### config.mk
export PLATFORM = sky130hd
export DESIGN_NAME = parallel_pin_config_decoder
export DESIGN_NICKNAME = d
export VERILOG_FILES = /design/src/shared/pin_cfg_pkg.sv /design/src/hdl/source_route_decode.sv /design/src/hdl/parallel_pin_config_decoder.sv
export SDC_FILE = /design/constraint.sdc
export NUM_CORES = 1
export LEC_CHECK = 0
export BUFFER_PORTS_ARGS = -buffer_cell sky130_fd_sc_hd__buf_2
export CAP_MARGIN = 20
export CORE_MARGIN = 4
export CORE_UTILIZATION = 44
export DETAILED_ROUTE_END_ITERATION = 10
export GPL_TIMING_DRIVEN = 0
export PLACE_DENSITY = 0.66
export RECOVER_POWER = 100
export SETUP_SLACK_MARGIN = 0.05
export SLEW_MARGIN = 10
export SYNTH_ARGS = -nofsm -noshare
export SYNTH_HDL_FRONTEND = slang
export SYNTH_SLANG_ARGS = --single-unit
### constraint.sdc
create_clock -name sys_clk_i -period 1.9 [get_ports sys_clk_i]
set_input_delay 0.095 -clock sys_clk_i [delete_from_list [all_inputs] [get_ports sys_clk_i]]
set_output_delay 0.095 -clock sys_clk_i [all_outputs]
set_load 0.1 [all_outputs]
### src/shared/pin_cfg_pkg.sv
package pin_cfg_pkg;

  // -----------------------------------------------------------------------
  // register indices on the serial control side
  // -----------------------------------------------------------------------
  localparam int unsigned REG_CNT         = 8;
  localparam logic [2:0] IDX_HS_MODE      = 3'h0;
  localparam logic [2:0] IDX_AUX_MODE     = 3'h1;
  localparam logic [2:0] IDX_RX_SET       = 3'h2;
  localparam logic [2:0] IDX_TERM_PLS_AB  = 3'h3;
  localparam logic [2:0] IDX_TERM_PLS_CD  = 3'h4;
  localparam logic [2:0] IDX_EQ_AB        = 3'h5;
  localparam logic [2:0] IDX_EQ_CD        = 3'h6;
  localparam logic [2:0] IDX_TX_SET       = 3'h7;

  // -----------------------------------------------------------------------
  // field positions
  // -----------------------------------------------------------------------
  localparam int unsigned POS_ENABLE      = 6;
  localparam int unsigned POS_MODE_HI     = 5;
  localparam int unsigned POS_MODE_LO     = 4;
  localparam int unsigned POS_SRC_HI      = 1;
  localparam int unsigned POS_SRC_LO      = 0;
  localparam int unsigned POS_IN_TERM     = 0;
  localparam int unsigned POS_PE_HI       = 3;
  localparam int unsigned POS_PE_LO       = 2;
  localparam int unsigned POS_OUT_TERM    = 1;
  localparam int unsigned POS_OUT_CUR     = 0;

  // -----------------------------------------------------------------------
  // fixed values and reset values
  // -----------------------------------------------------------------------
  localparam logic [1:0] MODE_QUAD        = 2'h0;
  localparam logic       AUX_ALWAYS_ON    = 1'h1;
  localparam logic       IN_TERM_ALWAYS   = 1'h1;
  localparam logic [7:0] TERM_PULSE_OFF   = 8'h00;
  localparam logic [7:0] REG_RESET        = 8'h00;
  localparam logic [7:0] RDATA_IDLE       = 8'h00;

  // -----------------------------------------------------------------------
  // control state
  // -----------------------------------------------------------------------
  typedef enum logic [1:0] {
    ST_PIN    = 2'b01,
    ST_SERIAL = 2'b10
  } cfg_state_e;

endpackage

### src/hdl/source_route_decode.sv
`timescale 1ns/1ps
module source_route_decode (
  input  wire logic       enable_i,
  input  wire logic [1:0] select_i,
  output logic      [3:0] route_o
);

  // -----------------------------------------------------------------------
  // one-hot source route, a/b/c/d for codes 0..3
  // -----------------------------------------------------------------------
  // gated by enable so a disabled switch connects no source at all
  always_comb begin
    route_o = 4'h0;
    if (enable_i) begin
      route_o[select_i] = 1'b1;
    end
  end

endmodule

### src/hdl/parallel_pin_config_decoder.sv
`timescale 1ns/1ps
// Contract
// - enable pin low: lanes off, standby; high: lanes on.
// - pin mode forces high-speed switching to quad bundling.
// - two select pins route source a/b/c/d lanes to outputs.
// - pin mode keeps auxiliary switch enabled, quad, whatever the enable.
// - same select pins route a/b/c/d auxiliary lines to common port.
// - pin mode holds every input termination connected.
// - pin mode zeroes both termination-pulse registers.
// - one equalizer pin sets all sixteen inputs: low 6 dB, high 12 dB.
// - equalizer pin copied into every bit of both equalizer registers.
// - two pins set pre-emphasis: 0, 2, 4, 6 dB.
// - output termination pin high connects, low disconnects.
// - current pin low gives 10 mA, high 20 mA.
// - pins govern after reset until first serial access only.
module parallel_pin_config_decoder #(
  parameter int unsigned LANES = 4
) (
  input  wire logic                sys_clk_i,
  input  wire logic                rst_i,
  // configuration pins
  input  wire logic                pin_lane_enable_i,
  input  wire logic [1:0]          pin_source_select_i,
  input  wire logic                pin_equalizer_level_i,
  input  wire logic [1:0]          pin_preemphasis_level_i,
  input  wire logic                pin_output_termination_i,
  input  wire logic                pin_output_current_i,
  // serial control side
  input  wire logic                serial_access_i,
  input  wire logic                serial_write_i,
  input  wire logic [2:0]          serial_index_i,
  input  wire logic [7:0]          serial_wdata_i,
  output logic      [7:0]          serial_rdata_o,
  // configuration state
  output logic                     pin_mode_o,
  output logic                     lanes_on_o,
  output logic                     standby_o,
  output logic                     hs_quad_mode_o,
  output logic      [LANES-1:0]    hs_route_o,
  output logic                     aux_enable_o,
  output logic                     aux_quad_mode_o,
  output logic      [LANES-1:0]    aux_route_o,
  output logic                     in_term_on_o,
  output logic      [15:0]         term_pulse_o,
  output logic      [15:0]         eq_high_o,
  output logic      [1:0]          preemphasis_o,
  output logic                     out_term_on_o,
  output logic                     out_current_high_o
);
  import pin_cfg_pkg::*;

  // -----------------------------------------------------------------------
  // state
  // -----------------------------------------------------------------------
  typedef struct packed {
    cfg_state_e                    state;
    logic [REG_CNT-1:0][7:0]       regs;
    logic [7:0]                    rdata;
  } cfg_s;

  cfg_s cur_q;
  cfg_s nxt_d;

  // image of the registers built from the pins this cycle
  logic [REG_CNT-1:0][7:0] pin_image;

  // -----------------------------------------------------------------------
  // helpers
  // -----------------------------------------------------------------------
  // mode byte: enable in bit 6, quad code, source in the low two bits
  function automatic logic [7:0] mode_byte(input logic       en,
                                           input logic [1:0] src);
    logic [7:0] b;
    b = 8'h00;
    b[POS_ENABLE] = en;
    b[POS_MODE_HI:POS_MODE_LO] = MODE_QUAD;
    b[POS_SRC_HI:POS_SRC_LO] = src;
    return b;
  endfunction

  // a byte with every bit equal to one level
  function automatic logic [7:0] fill_byte(input logic v);
    return {8{v}};
  endfunction

  // -----------------------------------------------------------------------
  // pin image
  // -----------------------------------------------------------------------
  // pins are static board straps, so no synchroniser is placed on them
  always_comb begin
    pin_image = '0;
    // lane enable from its pin, mode forced to quad
    pin_image[IDX_HS_MODE] =
      mode_byte(pin_lane_enable_i, pin_source_select_i);
    // auxiliary switch always on, quad, same select pins
    pin_image[IDX_AUX_MODE] =
      mode_byte(AUX_ALWAYS_ON, pin_source_select_i);
    // input termination held connected
    pin_image[IDX_RX_SET][POS_IN_TERM] = IN_TERM_ALWAYS;
    // no termination pulse on a source change
    pin_image[IDX_TERM_PLS_AB] = TERM_PULSE_OFF;
    pin_image[IDX_TERM_PLS_CD] = TERM_PULSE_OFF;
    // one equalizer level everywhere
    pin_image[IDX_EQ_AB] = fill_byte(pin_equalizer_level_i);
    pin_image[IDX_EQ_CD] = fill_byte(pin_equalizer_level_i);
    // transmitter settings
    pin_image[IDX_TX_SET][POS_PE_HI:POS_PE_LO] =
      pin_preemphasis_level_i;
    pin_image[IDX_TX_SET][POS_OUT_TERM] = pin_output_termination_i;
    pin_image[IDX_TX_SET][POS_OUT_CUR] = pin_output_current_i;
  end

  // -----------------------------------------------------------------------
  // next state
  // -----------------------------------------------------------------------
  // pin mode tracks the pins every cycle; the first serial access hands
  // control over for good, only a reset brings pin mode back
  always_comb begin
    nxt_d = cur_q;
    case (cur_q.state)
      ST_PIN: begin
        nxt_d.regs = pin_image;
        if (serial_access_i) begin
          nxt_d.state = ST_SERIAL;
        end
      end
      ST_SERIAL: begin
        nxt_d.state = ST_SERIAL;
      end
      default: begin
        nxt_d.state = ST_PIN;
      end
    endcase
    // a write on the first access already lands, so it overrides the
    // pin image copied in the same cycle
    if (serial_access_i && serial_write_i) begin
      nxt_d.regs[serial_index_i] = serial_wdata_i;
    end
    // read data is registered, valid the cycle after the access
    if (serial_access_i && !serial_write_i) begin
      nxt_d.rdata = cur_q.regs[serial_index_i];
    end else begin
      nxt_d.rdata = RDATA_IDLE;
    end
  end

  // -----------------------------------------------------------------------
  // registers
  // -----------------------------------------------------------------------
  // reset returns to pin mode; the pin image loads on the first edge after
  always_ff @(posedge sys_clk_i) begin
    if (rst_i) begin
      cur_q.state <= ST_PIN;
      cur_q.regs  <= {REG_CNT{REG_RESET}};
      cur_q.rdata <= RDATA_IDLE;
    end else begin
      cur_q <= nxt_d;
    end
  end

  // -----------------------------------------------------------------------
  // route decoders
  // -----------------------------------------------------------------------
  // high-speed lanes: output lane n follows lane n of the chosen source
  source_route_decode u_hs_route (
    .enable_i (cur_q.regs[IDX_HS_MODE][POS_ENABLE]),
    .select_i (cur_q.regs[IDX_HS_MODE][POS_SRC_HI:POS_SRC_LO]),
    .route_o  (hs_route_o)
  );

  // auxiliary lines have their own select and enable bits in the aux mode register
  source_route_decode u_aux_route (
    .enable_i (cur_q.regs[IDX_AUX_MODE][POS_ENABLE]),
    .select_i (cur_q.regs[IDX_AUX_MODE][POS_SRC_HI:POS_SRC_LO]),
    .route_o  (aux_route_o)
  );

  // -----------------------------------------------------------------------
  // outputs
  // -----------------------------------------------------------------------
  // every field is decoded from the register bytes, except pin_mode_o from the state and read data
  always_comb begin
    serial_rdata_o     = cur_q.rdata;
    pin_mode_o         = (cur_q.state == ST_PIN);
    lanes_on_o         = cur_q.regs[IDX_HS_MODE][POS_ENABLE];
    standby_o          = !cur_q.regs[IDX_HS_MODE][POS_ENABLE];
    hs_quad_mode_o     =
      (cur_q.regs[IDX_HS_MODE][POS_MODE_HI:POS_MODE_LO] == MODE_QUAD);
    aux_enable_o       = cur_q.regs[IDX_AUX_MODE][POS_ENABLE];
    aux_quad_mode_o    =
      (cur_q.regs[IDX_AUX_MODE][POS_MODE_HI:POS_MODE_LO] == MODE_QUAD);
    in_term_on_o       = cur_q.regs[IDX_RX_SET][POS_IN_TERM];
    term_pulse_o       = {cur_q.regs[IDX_TERM_PLS_CD],
                          cur_q.regs[IDX_TERM_PLS_AB]};
    eq_high_o          = {cur_q.regs[IDX_EQ_CD],
                          cur_q.regs[IDX_EQ_AB]};
    preemphasis_o      = cur_q.regs[IDX_TX_SET][POS_PE_HI:POS_PE_LO];
    out_term_on_o      = cur_q.regs[IDX_TX_SET][POS_OUT_TERM];
    out_current_high_o = cur_q.regs[IDX_TX_SET][POS_OUT_CUR];
  end

endmodule

Word-level counts from Yosys, hierarchy flattened:

Index checks and enable logic that the tools add are counted.

* bits in registers: 74
* bits of input ports: 23

* bitwise logic cells: 1
* order comparisons: 6
* equal/unequal tests: 3
* muxes and demuxes: 15
* reductions and logical operators: 10

Operator list (count)
* two-way mux 64 bit: 2
* bitwise mux 64 bit: 1
* binary-select mux 8 bit (select 3 bit): 1
* demux 8 bit (select 3 bit): 1
* two-way mux 8 bit: 2
* two-way mux 4 bit: 2
* < comparator 2 x 3 -> 1 bit, second input constant: 2
* logical AND 1 bit: 5
* demux 1 bit (select 2 bit): 2
* greater-or-equal comparator 2 x 1 -> 1 bit, second input constant: 2
* zero test 2 bit: 2
* < comparator 3 x 4 -> 1 bit, second input constant: 1
* one-hot mux 2 bit (2 select lines): 1
* greater-or-equal comparator 3 x 1 -> 1 bit, second input constant: 1
* equality test 2 x 1 -> 1 bit, second input constant: 1
* equality test 2 bit, second input constant: 1
* zero test 1 bit: 2
* two-way mux 1 bit: 2
* two-way mux 2 bit: 1
* inequality test 2 bit, second input constant: 1
* OR reduction 2 bit: 1
* NOT 1 bit: 1

Depth between registers and ports, before layout:

Gate-level depths: netlist of the first run.

* word-level depth: 6
* mapped depth: 7

By module:

A second synthesis of the first run with hierarchy kept.

* cells, all modules: 491
* area total of the unflattened synthesis: 4212.8 µm²

Modules (own cells, without submodules)
* parallel_pin_config_decoder: sequential area each 1481.4 µm², cells an instance 483, area each 4137.7 µm², instances 1
* source_route_decode: sequential area each 0.0 µm², cells an instance 4, area each 37.5 µm², instances 2

Worst setup path after synthesis of the first run:

OpenSTA, ideal clock, no wires.

* path type: reg2out
* start point: reg cur_q, in the netlist lanes_on_o
* end point: out hs_route_o[1]
* buffers on the path: 0
* slack: -2.301 ns
* arrival: 4.106 ns
* cell stages (with the launch flop): 3
* required time: 1.805 ns
* cells stage by stage: dfxtp_1 > inv_1 > nor3b_1

* cells in the longest elaborated chain, start to end: 1

RTL lines
* from (decl): line parallel_pin_config_decoder.sv:61 `cfg_s cur_q;`
* from (signal assigned): line parallel_pin_config_decoder.sv:157 `cur_q <= nxt_d;`
* two-way mux 4 bit: line source_route_decode.sv:14 `if (enable_i) begin`
* to (decl): line parallel_pin_config_decoder.sv:39 `output logic [LANES-1:0] hs_route_o,`

Every way passes these cells.

Final worst setup path of the first run:

* start point: reg cur_q[73] (netlist name)
* end point: reg cur_q, in the netlist term_pulse_o[12]

* cells in the longest elaborated chain, start to end: 4

RTL lines
* equality test 2 x 1 -> 1 bit (*): line parallel_pin_config_decoder.sv:120 `case (cur_q.state)`
* two-way mux 64 bit (*): line parallel_pin_config_decoder.sv:120
* bitwise mux 64 bit: line parallel_pin_config_decoder.sv:137 `nxt_d.regs[serial_index_i] = serial_wdata_i;`
* two-way mux 64 bit (*): line parallel_pin_config_decoder.sv:136 `if (serial_access_i && serial_write_i) begin`

Mark *: on every way between the ends. The rest lies on a longest branch, timed or not.
A chain may end at the register's enable or synchronous reset.

==> run_results.csv, run 1 <==
group,metric,value,unit
logic_synthesis,synth-seq-area-share,35.6,%
drt,via_per_inst,5.55,
global_route,grt_usage,24.2,%
timing,period_share,90.9,%
drt,remaining_drc_errors,0,
logic_synthesis,synth_cells,493,
timing,worst_pin_slew,0.715,ns
clock_tree,insertion_delay,0.35,ns
critical_path,path_max_fanout,10,
critical_path,cp.required,2.11,ns
logic_synthesis,syn_avg_cell_area,8.44,um2
placement,gp_congestion,0.918,
logic_synthesis,synth-edff-count,0,
clock_tree,cts_setup_buffers,0,
timing,min_period,1.73,ns
finish,num_antenna_cells,0,
critical_path,path_class,"register to register",
drt,vias,3937,
logic_synthesis,synth_cell_type_count,33,
clock_tree,postCtsHoldBufs,0,
logic_synthesis,synth_seq_cells,74,
timing,max_slew_margin,52.1,%
min_path,hp-class,"input pin to register",
critical_path,startpoint_type,"register",
drt,first_iter_violations,392,
die,core_area,9240,um2
global_route,grt_pass1_vias,3805,
timing,fin_hold_ws,0.0880,ns
clock_tree,cts_tree,"built",
logic_synthesis,synth_commonest_cells,"dfxtp_1 (74), buf_4 (52), mux2i_1 (41)",
run_status,status,"complete, no violations",
finish,area_growth,19.0,%
logic_synthesis,synthTopCellsByArea,"dfxtp_1 (36%), mux2i_1 (9.9%), buf_4 (9.4%)",
clock_tree,root_buffer,"clkbuf_8",
critical_path,worstSetupEndpointType,"register",
clock_tree,cts_sinks,74,
clock_tree,cts-resized-gates,0,
timing,hold_viol_final,0,
pwr,p_per_area,1290,nW/um2
global_route,grt_max_degree,12,
timing,fin_skew,0.0119,ns
finish,final_nets,601,
placement,io_buffers,72,
pwr,leakagePower,2.05,nW
drt,drtAntennaViolNets,0,
die,die_h,105,um
logic_synthesis,syn-num-nets,518,
logic_synthesis,ys_warn_count,0,
drt,routedWlPerCell,19.2,um
timing,finalSetupViolCount,0,
drt,firstDrtPassIters,5,
drt,wl,13600,um
die,rows,35,
clock_tree,cts_buffers,9,
clock_tree,cts_max_level,3,
logic_synthesis,synth_largest_area_cell,"dfxtp_1",
clock_tree,cts_buffer_depth,2,
global_route,overflow,0,
die,io_pins,82,
logic_synthesis,synth_top_area_share,35.6,%
logic_synthesis,synth_area,4160,um2
die,die_area,11100,um2
timing,max_freq,579,MHz
logic_synthesis,yosysMostFrequentCell,"dfxtp_1",
finish,fin_area,4950,um2
job,cap_viol_max_count,0,
pwr,vdd_drop_max,844,uV
clock_tree,path_clk_slew,0.08,ns
global_route,antenna_found_initial,0,
placement,hpwlAfterDp,9840,um
logic_synthesis,async_flop_share,0,%
logic_synthesis,ys.flop_type,"dfxtp_1",
placement,post_dp_cell_area,4730,um2
timing,rsz0062_at_grt,"false",
finish,drive_gt1_share,30.7,%
timing,final_max_slew_viol_count,0,
critical_path,cp.arrival,1.93,ns
die,chipWidth,105,um
die,initial_core_util,45.1,%
global_route,grt_pass1_wl,21000,um
sequential cells by signal, summed over array words and instances, names as in the netlist:
| register | count |
|---|---|
| aux_enable_o | 1 |
| cur_q | 27 |
| eq_high_o | 16 |
| in_term_on_o | 1 |
| lanes_on_o | 1 |
| out_current_high_o | 1 |
| out_term_on_o | 1 |
| preemphasis_o | 2 |
| serial_rdata_o | 8 |
| term_pulse_o | 16 |
critical path, cell delays in order, from the launching register on:
cell      delay [ns]
dfxtp_1         0.31
inv_1           0.07
ha_1            0.16
buf_2           0.23
clkbuf_1        0.51
nor2b_1         0.10
o21ai_0         0.11
a21oi_1         0.09
where the power goes:
part           total (mW)  leakage [nW]  internal (mW)  switching, mW
sequential           1.99         0.604           1.76          0.239
clock                1.39         0.110          0.807          0.584
combinational        2.98          1.33          0.710           2.27
logic make-up after synthesis:
logic type                 synth area share (%)
DFF                                        35.6
AOI/OAI and AO/OA                          18.7
buffers and inverters                      14.6
and+or+nand+nor                            20.6
muxes                                      9.86
adders and majority gates                 0.601
path summary, 6_finish.rpt:
path / startpoint / endpoint / slack [ns] / cells after the start
max: cur_q[73] / term_pulse_o[12] / 0.17 / 7
min: pin_lane_enable_i / lanes_on_o / 0.09 / 3
max reg2reg: cur_q[73] / term_pulse_o[12] / 0.17 / 7
min reg2reg: cur_q[73] / cur_q[73] / 0.48 / 1
final cells by class:
cell class,instances,area [um2]
Fill cell,890,4290
Clock buffer,13,159
Sequential cell,74,1490
Buffer,94,599
Clock inverter,2,60.1
Tap cell,129,161
Timing Repair Buffer,72,360
Inverter,3,15.0
Multi-Input combinational cell,322,2110
cells in the final DEF (no fill, tap or decap), types with 11 or more instances in the layout:
cell type   n
o22ai_1    18
buf_2      33
clkbuf_2   62
clkbuf_1   18
nand2b_1   18
dfxtp_1    72
buf_4      52
a311oi_1   16
nor2b_1    39
mux2i_1    41
nor3_1     25
o21ai_0    38
nand3_1    40
a21oi_1    40
clkbuf_8   11
routing by layer:
layer	wire, um	track usage [%]	vias up
li1	-	-	1870
met1	5800	32.7	1851
met2	6350	38.1	192
met3	1110	5.14	24
met4	351	8.53	0
met5	0	0	-
per-stage QoR:
stage          cells  power (mW)  util [%]  worst slack, ns  TNS, ns
4_1_cts          709        6.35      53.6            0.192        0
3_5_place_dp     694        4.99      51.2            0.212        0
6_report         709        6.37      53.6            0.173        0
5_1_grt          709        6.59      53.6           0.0597        0
3_3_place_gp     694        4.95      51.2            0.258        0
2_1_floorplan    493        4.41         -           -0.314   -0.554
Note: power is estimated with default switching activity, not from simulation.
==> run 2, diff against run 1 <==
--- a/config.mk
+++ b/config.mk
@@ -6,12 +6,11 @@
 export NUM_CORES = 1
 export LEC_CHECK = 0
 export BUFFER_PORTS_ARGS = -buffer_cell sky130_fd_sc_hd__buf_2
-export CAP_MARGIN = 20
+export CAP_MARGIN = 10
 export CORE_MARGIN = 4
-export CORE_UTILIZATION = 44
+export CORE_UTILIZATION = 34
 export DETAILED_ROUTE_END_ITERATION = 10
 export GPL_TIMING_DRIVEN = 0
-export PLACE_DENSITY = 0.66
 export RECOVER_POWER = 100
 export SETUP_SLACK_MARGIN = 0.05
 export SLEW_MARGIN = 10
==> constraint.sdc (replaced) <==
create_clock -name sys_clk_i -period 2.05 [get_ports sys_clk_i]
set_input_delay 0.1025 -clock sys_clk_i [delete_from_list [all_inputs] [get_ports sys_clk_i]]
set_output_delay 0.1025 -clock sys_clk_i [all_outputs]
set_load 0.1 [all_outputs]
==> run 2 against run 1 <==
Against the previous run: utilization decreased by 12 points; global-route usage shrank 4.1 points; register-to-register slack improved by 0.09 ns; largest cell class unchanged; highest routed layer unchanged.
==> run_results.csv, run 2 (synthesized netlist as in run 1, its figures left out) <==
group,metric,value,unit
die,io_pins,82,
finish,fill_cells,1242,
pwr,vdd_drop_max,624,uV
pwr,p_sw_share,46.3,%
clock_tree,cts_buffer_depth,2,
die,die_area,14100,um2
global_route,grt_pass1_wl,21800,um
critical_path,path_class,"register to output port",
pwr,combPwrFrac,43.1,%
drt,firstDrtPassIters,5,
drt,wl,14200,um
placement,gp_congestion,0.887,
drt,first_iter_violations,275,
pwr,fin_total_pwr,6.39,mW
timing,setup_slack,0.249,ns
timing,fin_skew,0.00530,ns
global_route,grt_usage,20.1,%
timing,rsz0062_at_grt,"false",
clock_tree,path_clk_slew,0.06,ns
finish,largest_register_ffs,27,
timing,hold_viol_final,0,
critical_path,cp.arrival,1.70,ns
critical_path,slowest_delay,0.85,ns
clock_tree,cts_max_level,3,
critical_path,reg2reg_slack,0.26,ns
die,chipWidth,119,um
drt,routedWlPerCell,19.5,um
die,rows,40,
timing,finalSetupViolCount,0,
clock_tree,root_buffer,"clkbuf_16",
drt,met3_length,846,um
timing,max_slew_margin,21.2,%
drt,remaining_drc_errors,0,
finish,layout_common_cells,"dfxtp_1 (72), buf_4 (52), clkbuf_1 (46), mux2i_1 (41)",
timing,period_share,87.9,%
critical_path,slowest_stage,"buf_1",
placement,post-place-ws,0.308,ns
run_status,status,"complete, no violations",
clock_tree,cts_buffers,9,
clock_tree,cts_tree,"built",
finish,num_antenna_cells,0,
drt,dr_wl_met2,6780,um
min_path,hp-class,"input pin to register",
finish,area_growth,21.3,%
clock_tree,postCtsHoldBufs,0,
die,core_area,12000,um2
pwr,p_seq_share,29.0,%
critical_path,cp_top_family,"buffers and inverters",
timing,max_freq,555,MHz
drt,m1WireLength,6020,um
clock_tree,cts_setup_buffers,0,
critical_path,worstSetupEndpointType,"output port",
clock_tree,cts-resized-gates,0,
finish,final_nets,601,
drt,top_layer,"met4",
global_route,grt_max_degree,13,
clock_tree,insertion_delay,0.34,ns
die,die_h,119,um
critical_path,path_max_fanout,3,
pwr,leakagePower,1.98,nW
clock_tree,cts_sinks,74,
timing,worst_pin_slew,1.19,ns
critical_path,crit_buf_inv,2,
placement,io_buffers,72,
global_route,overflow,0,
critical_path,startpoint_type,"register",
placement,hpwlAfterDp,10300,um
critical_path,cp.required,1.95,ns
drt,vias,3894,
finish,final_common_cell,"dfxtp_1",
job,cap_viol_max_count,0,
pwr,p_per_area,1270,nW/um2
pwr,p_switching,2.96,mW
timing,final_max_slew_viol_count,0,
global_route,antenna_found_initial,0,
pwr,clkPwrFrac,27.9,%
finish,regMostFlops,"cur_q",
drt,via_per_inst,5.35,
finish,drive_gt1_share,25.0,%
global_route,grt_pass1_vias,3903,
critical_path,cp_cell_sequence,"buf_4 -> buf_1",
timing,min_period,1.80,ns
drt,drtAntennaViolNets,0,
die,initial_core_util,34.7,%
pwr,p_int,3.43,mW
## run 2: cell type report
class	count	area, um2	share of cell area [%]
Buffer	94	598	11.8
Clock buffer	12	267	5.28
Clock inverter	4	72.6	1.44
Inverter	3	15.0	0.297
Multi-Input combinational cell	322	2110	41.8
Sequential cell	74	1490	29.4
Tap cell	147	184	3.64
Timing Repair Buffer	72	318	6.29
## run 2: worst min-delay path: stages
cell     delay, ns
buf_2         0.17
nand3_1       0.09
a21oi_1       0.05
## run 2: layer usage
metal | vias to the layer above | global-route usage (%)
li1 | 1867 | -
met3 | 34 | 5.84
met1 | 1868 | 24.5
met4 | 0 | 9.63
met5 | - | 0
met2 | 125 | 32.4
## run 2: per-stage QoR
stage,utilization (%),std cells,cell area [um2],hold WS [ns],TNS [ns]
finish,42.0,728,5050,0.123,0
global route,42.0,728,5050,0.113,0
CTS,42.4,728,5090,0.112,0
detailed placement,39.6,712,4750,0.470,0
global placement,39.6,712,4750,0.449,0
floorplan,-,493,4210,0.302,-0.269
## run 2: path summary, 6_finish.rpt
path / from / cells past startpoint / end
setup / recovery: eq_high_o[1] / 2 / eq_high_o[1]
hold / removal: serial_wdata_i[1] / 3 / cur_q[25]
hold reg to reg: cur_q[73] / 1 / cur_q[73]
setup reg to reg: cur_q[73] / 6 / eq_high_o[5]
## run 2: power groups by stage
stage	combinational (mW)	clock, mW	sequential (mW)
CTS	2.77	1.79	1.86
detailed placement	2.76	0	1.89
global placement	2.73	0	1.88
finish	2.75	1.78	1.86
global route	2.87	1.86	1.89
floorplan	2.08	0	2.01
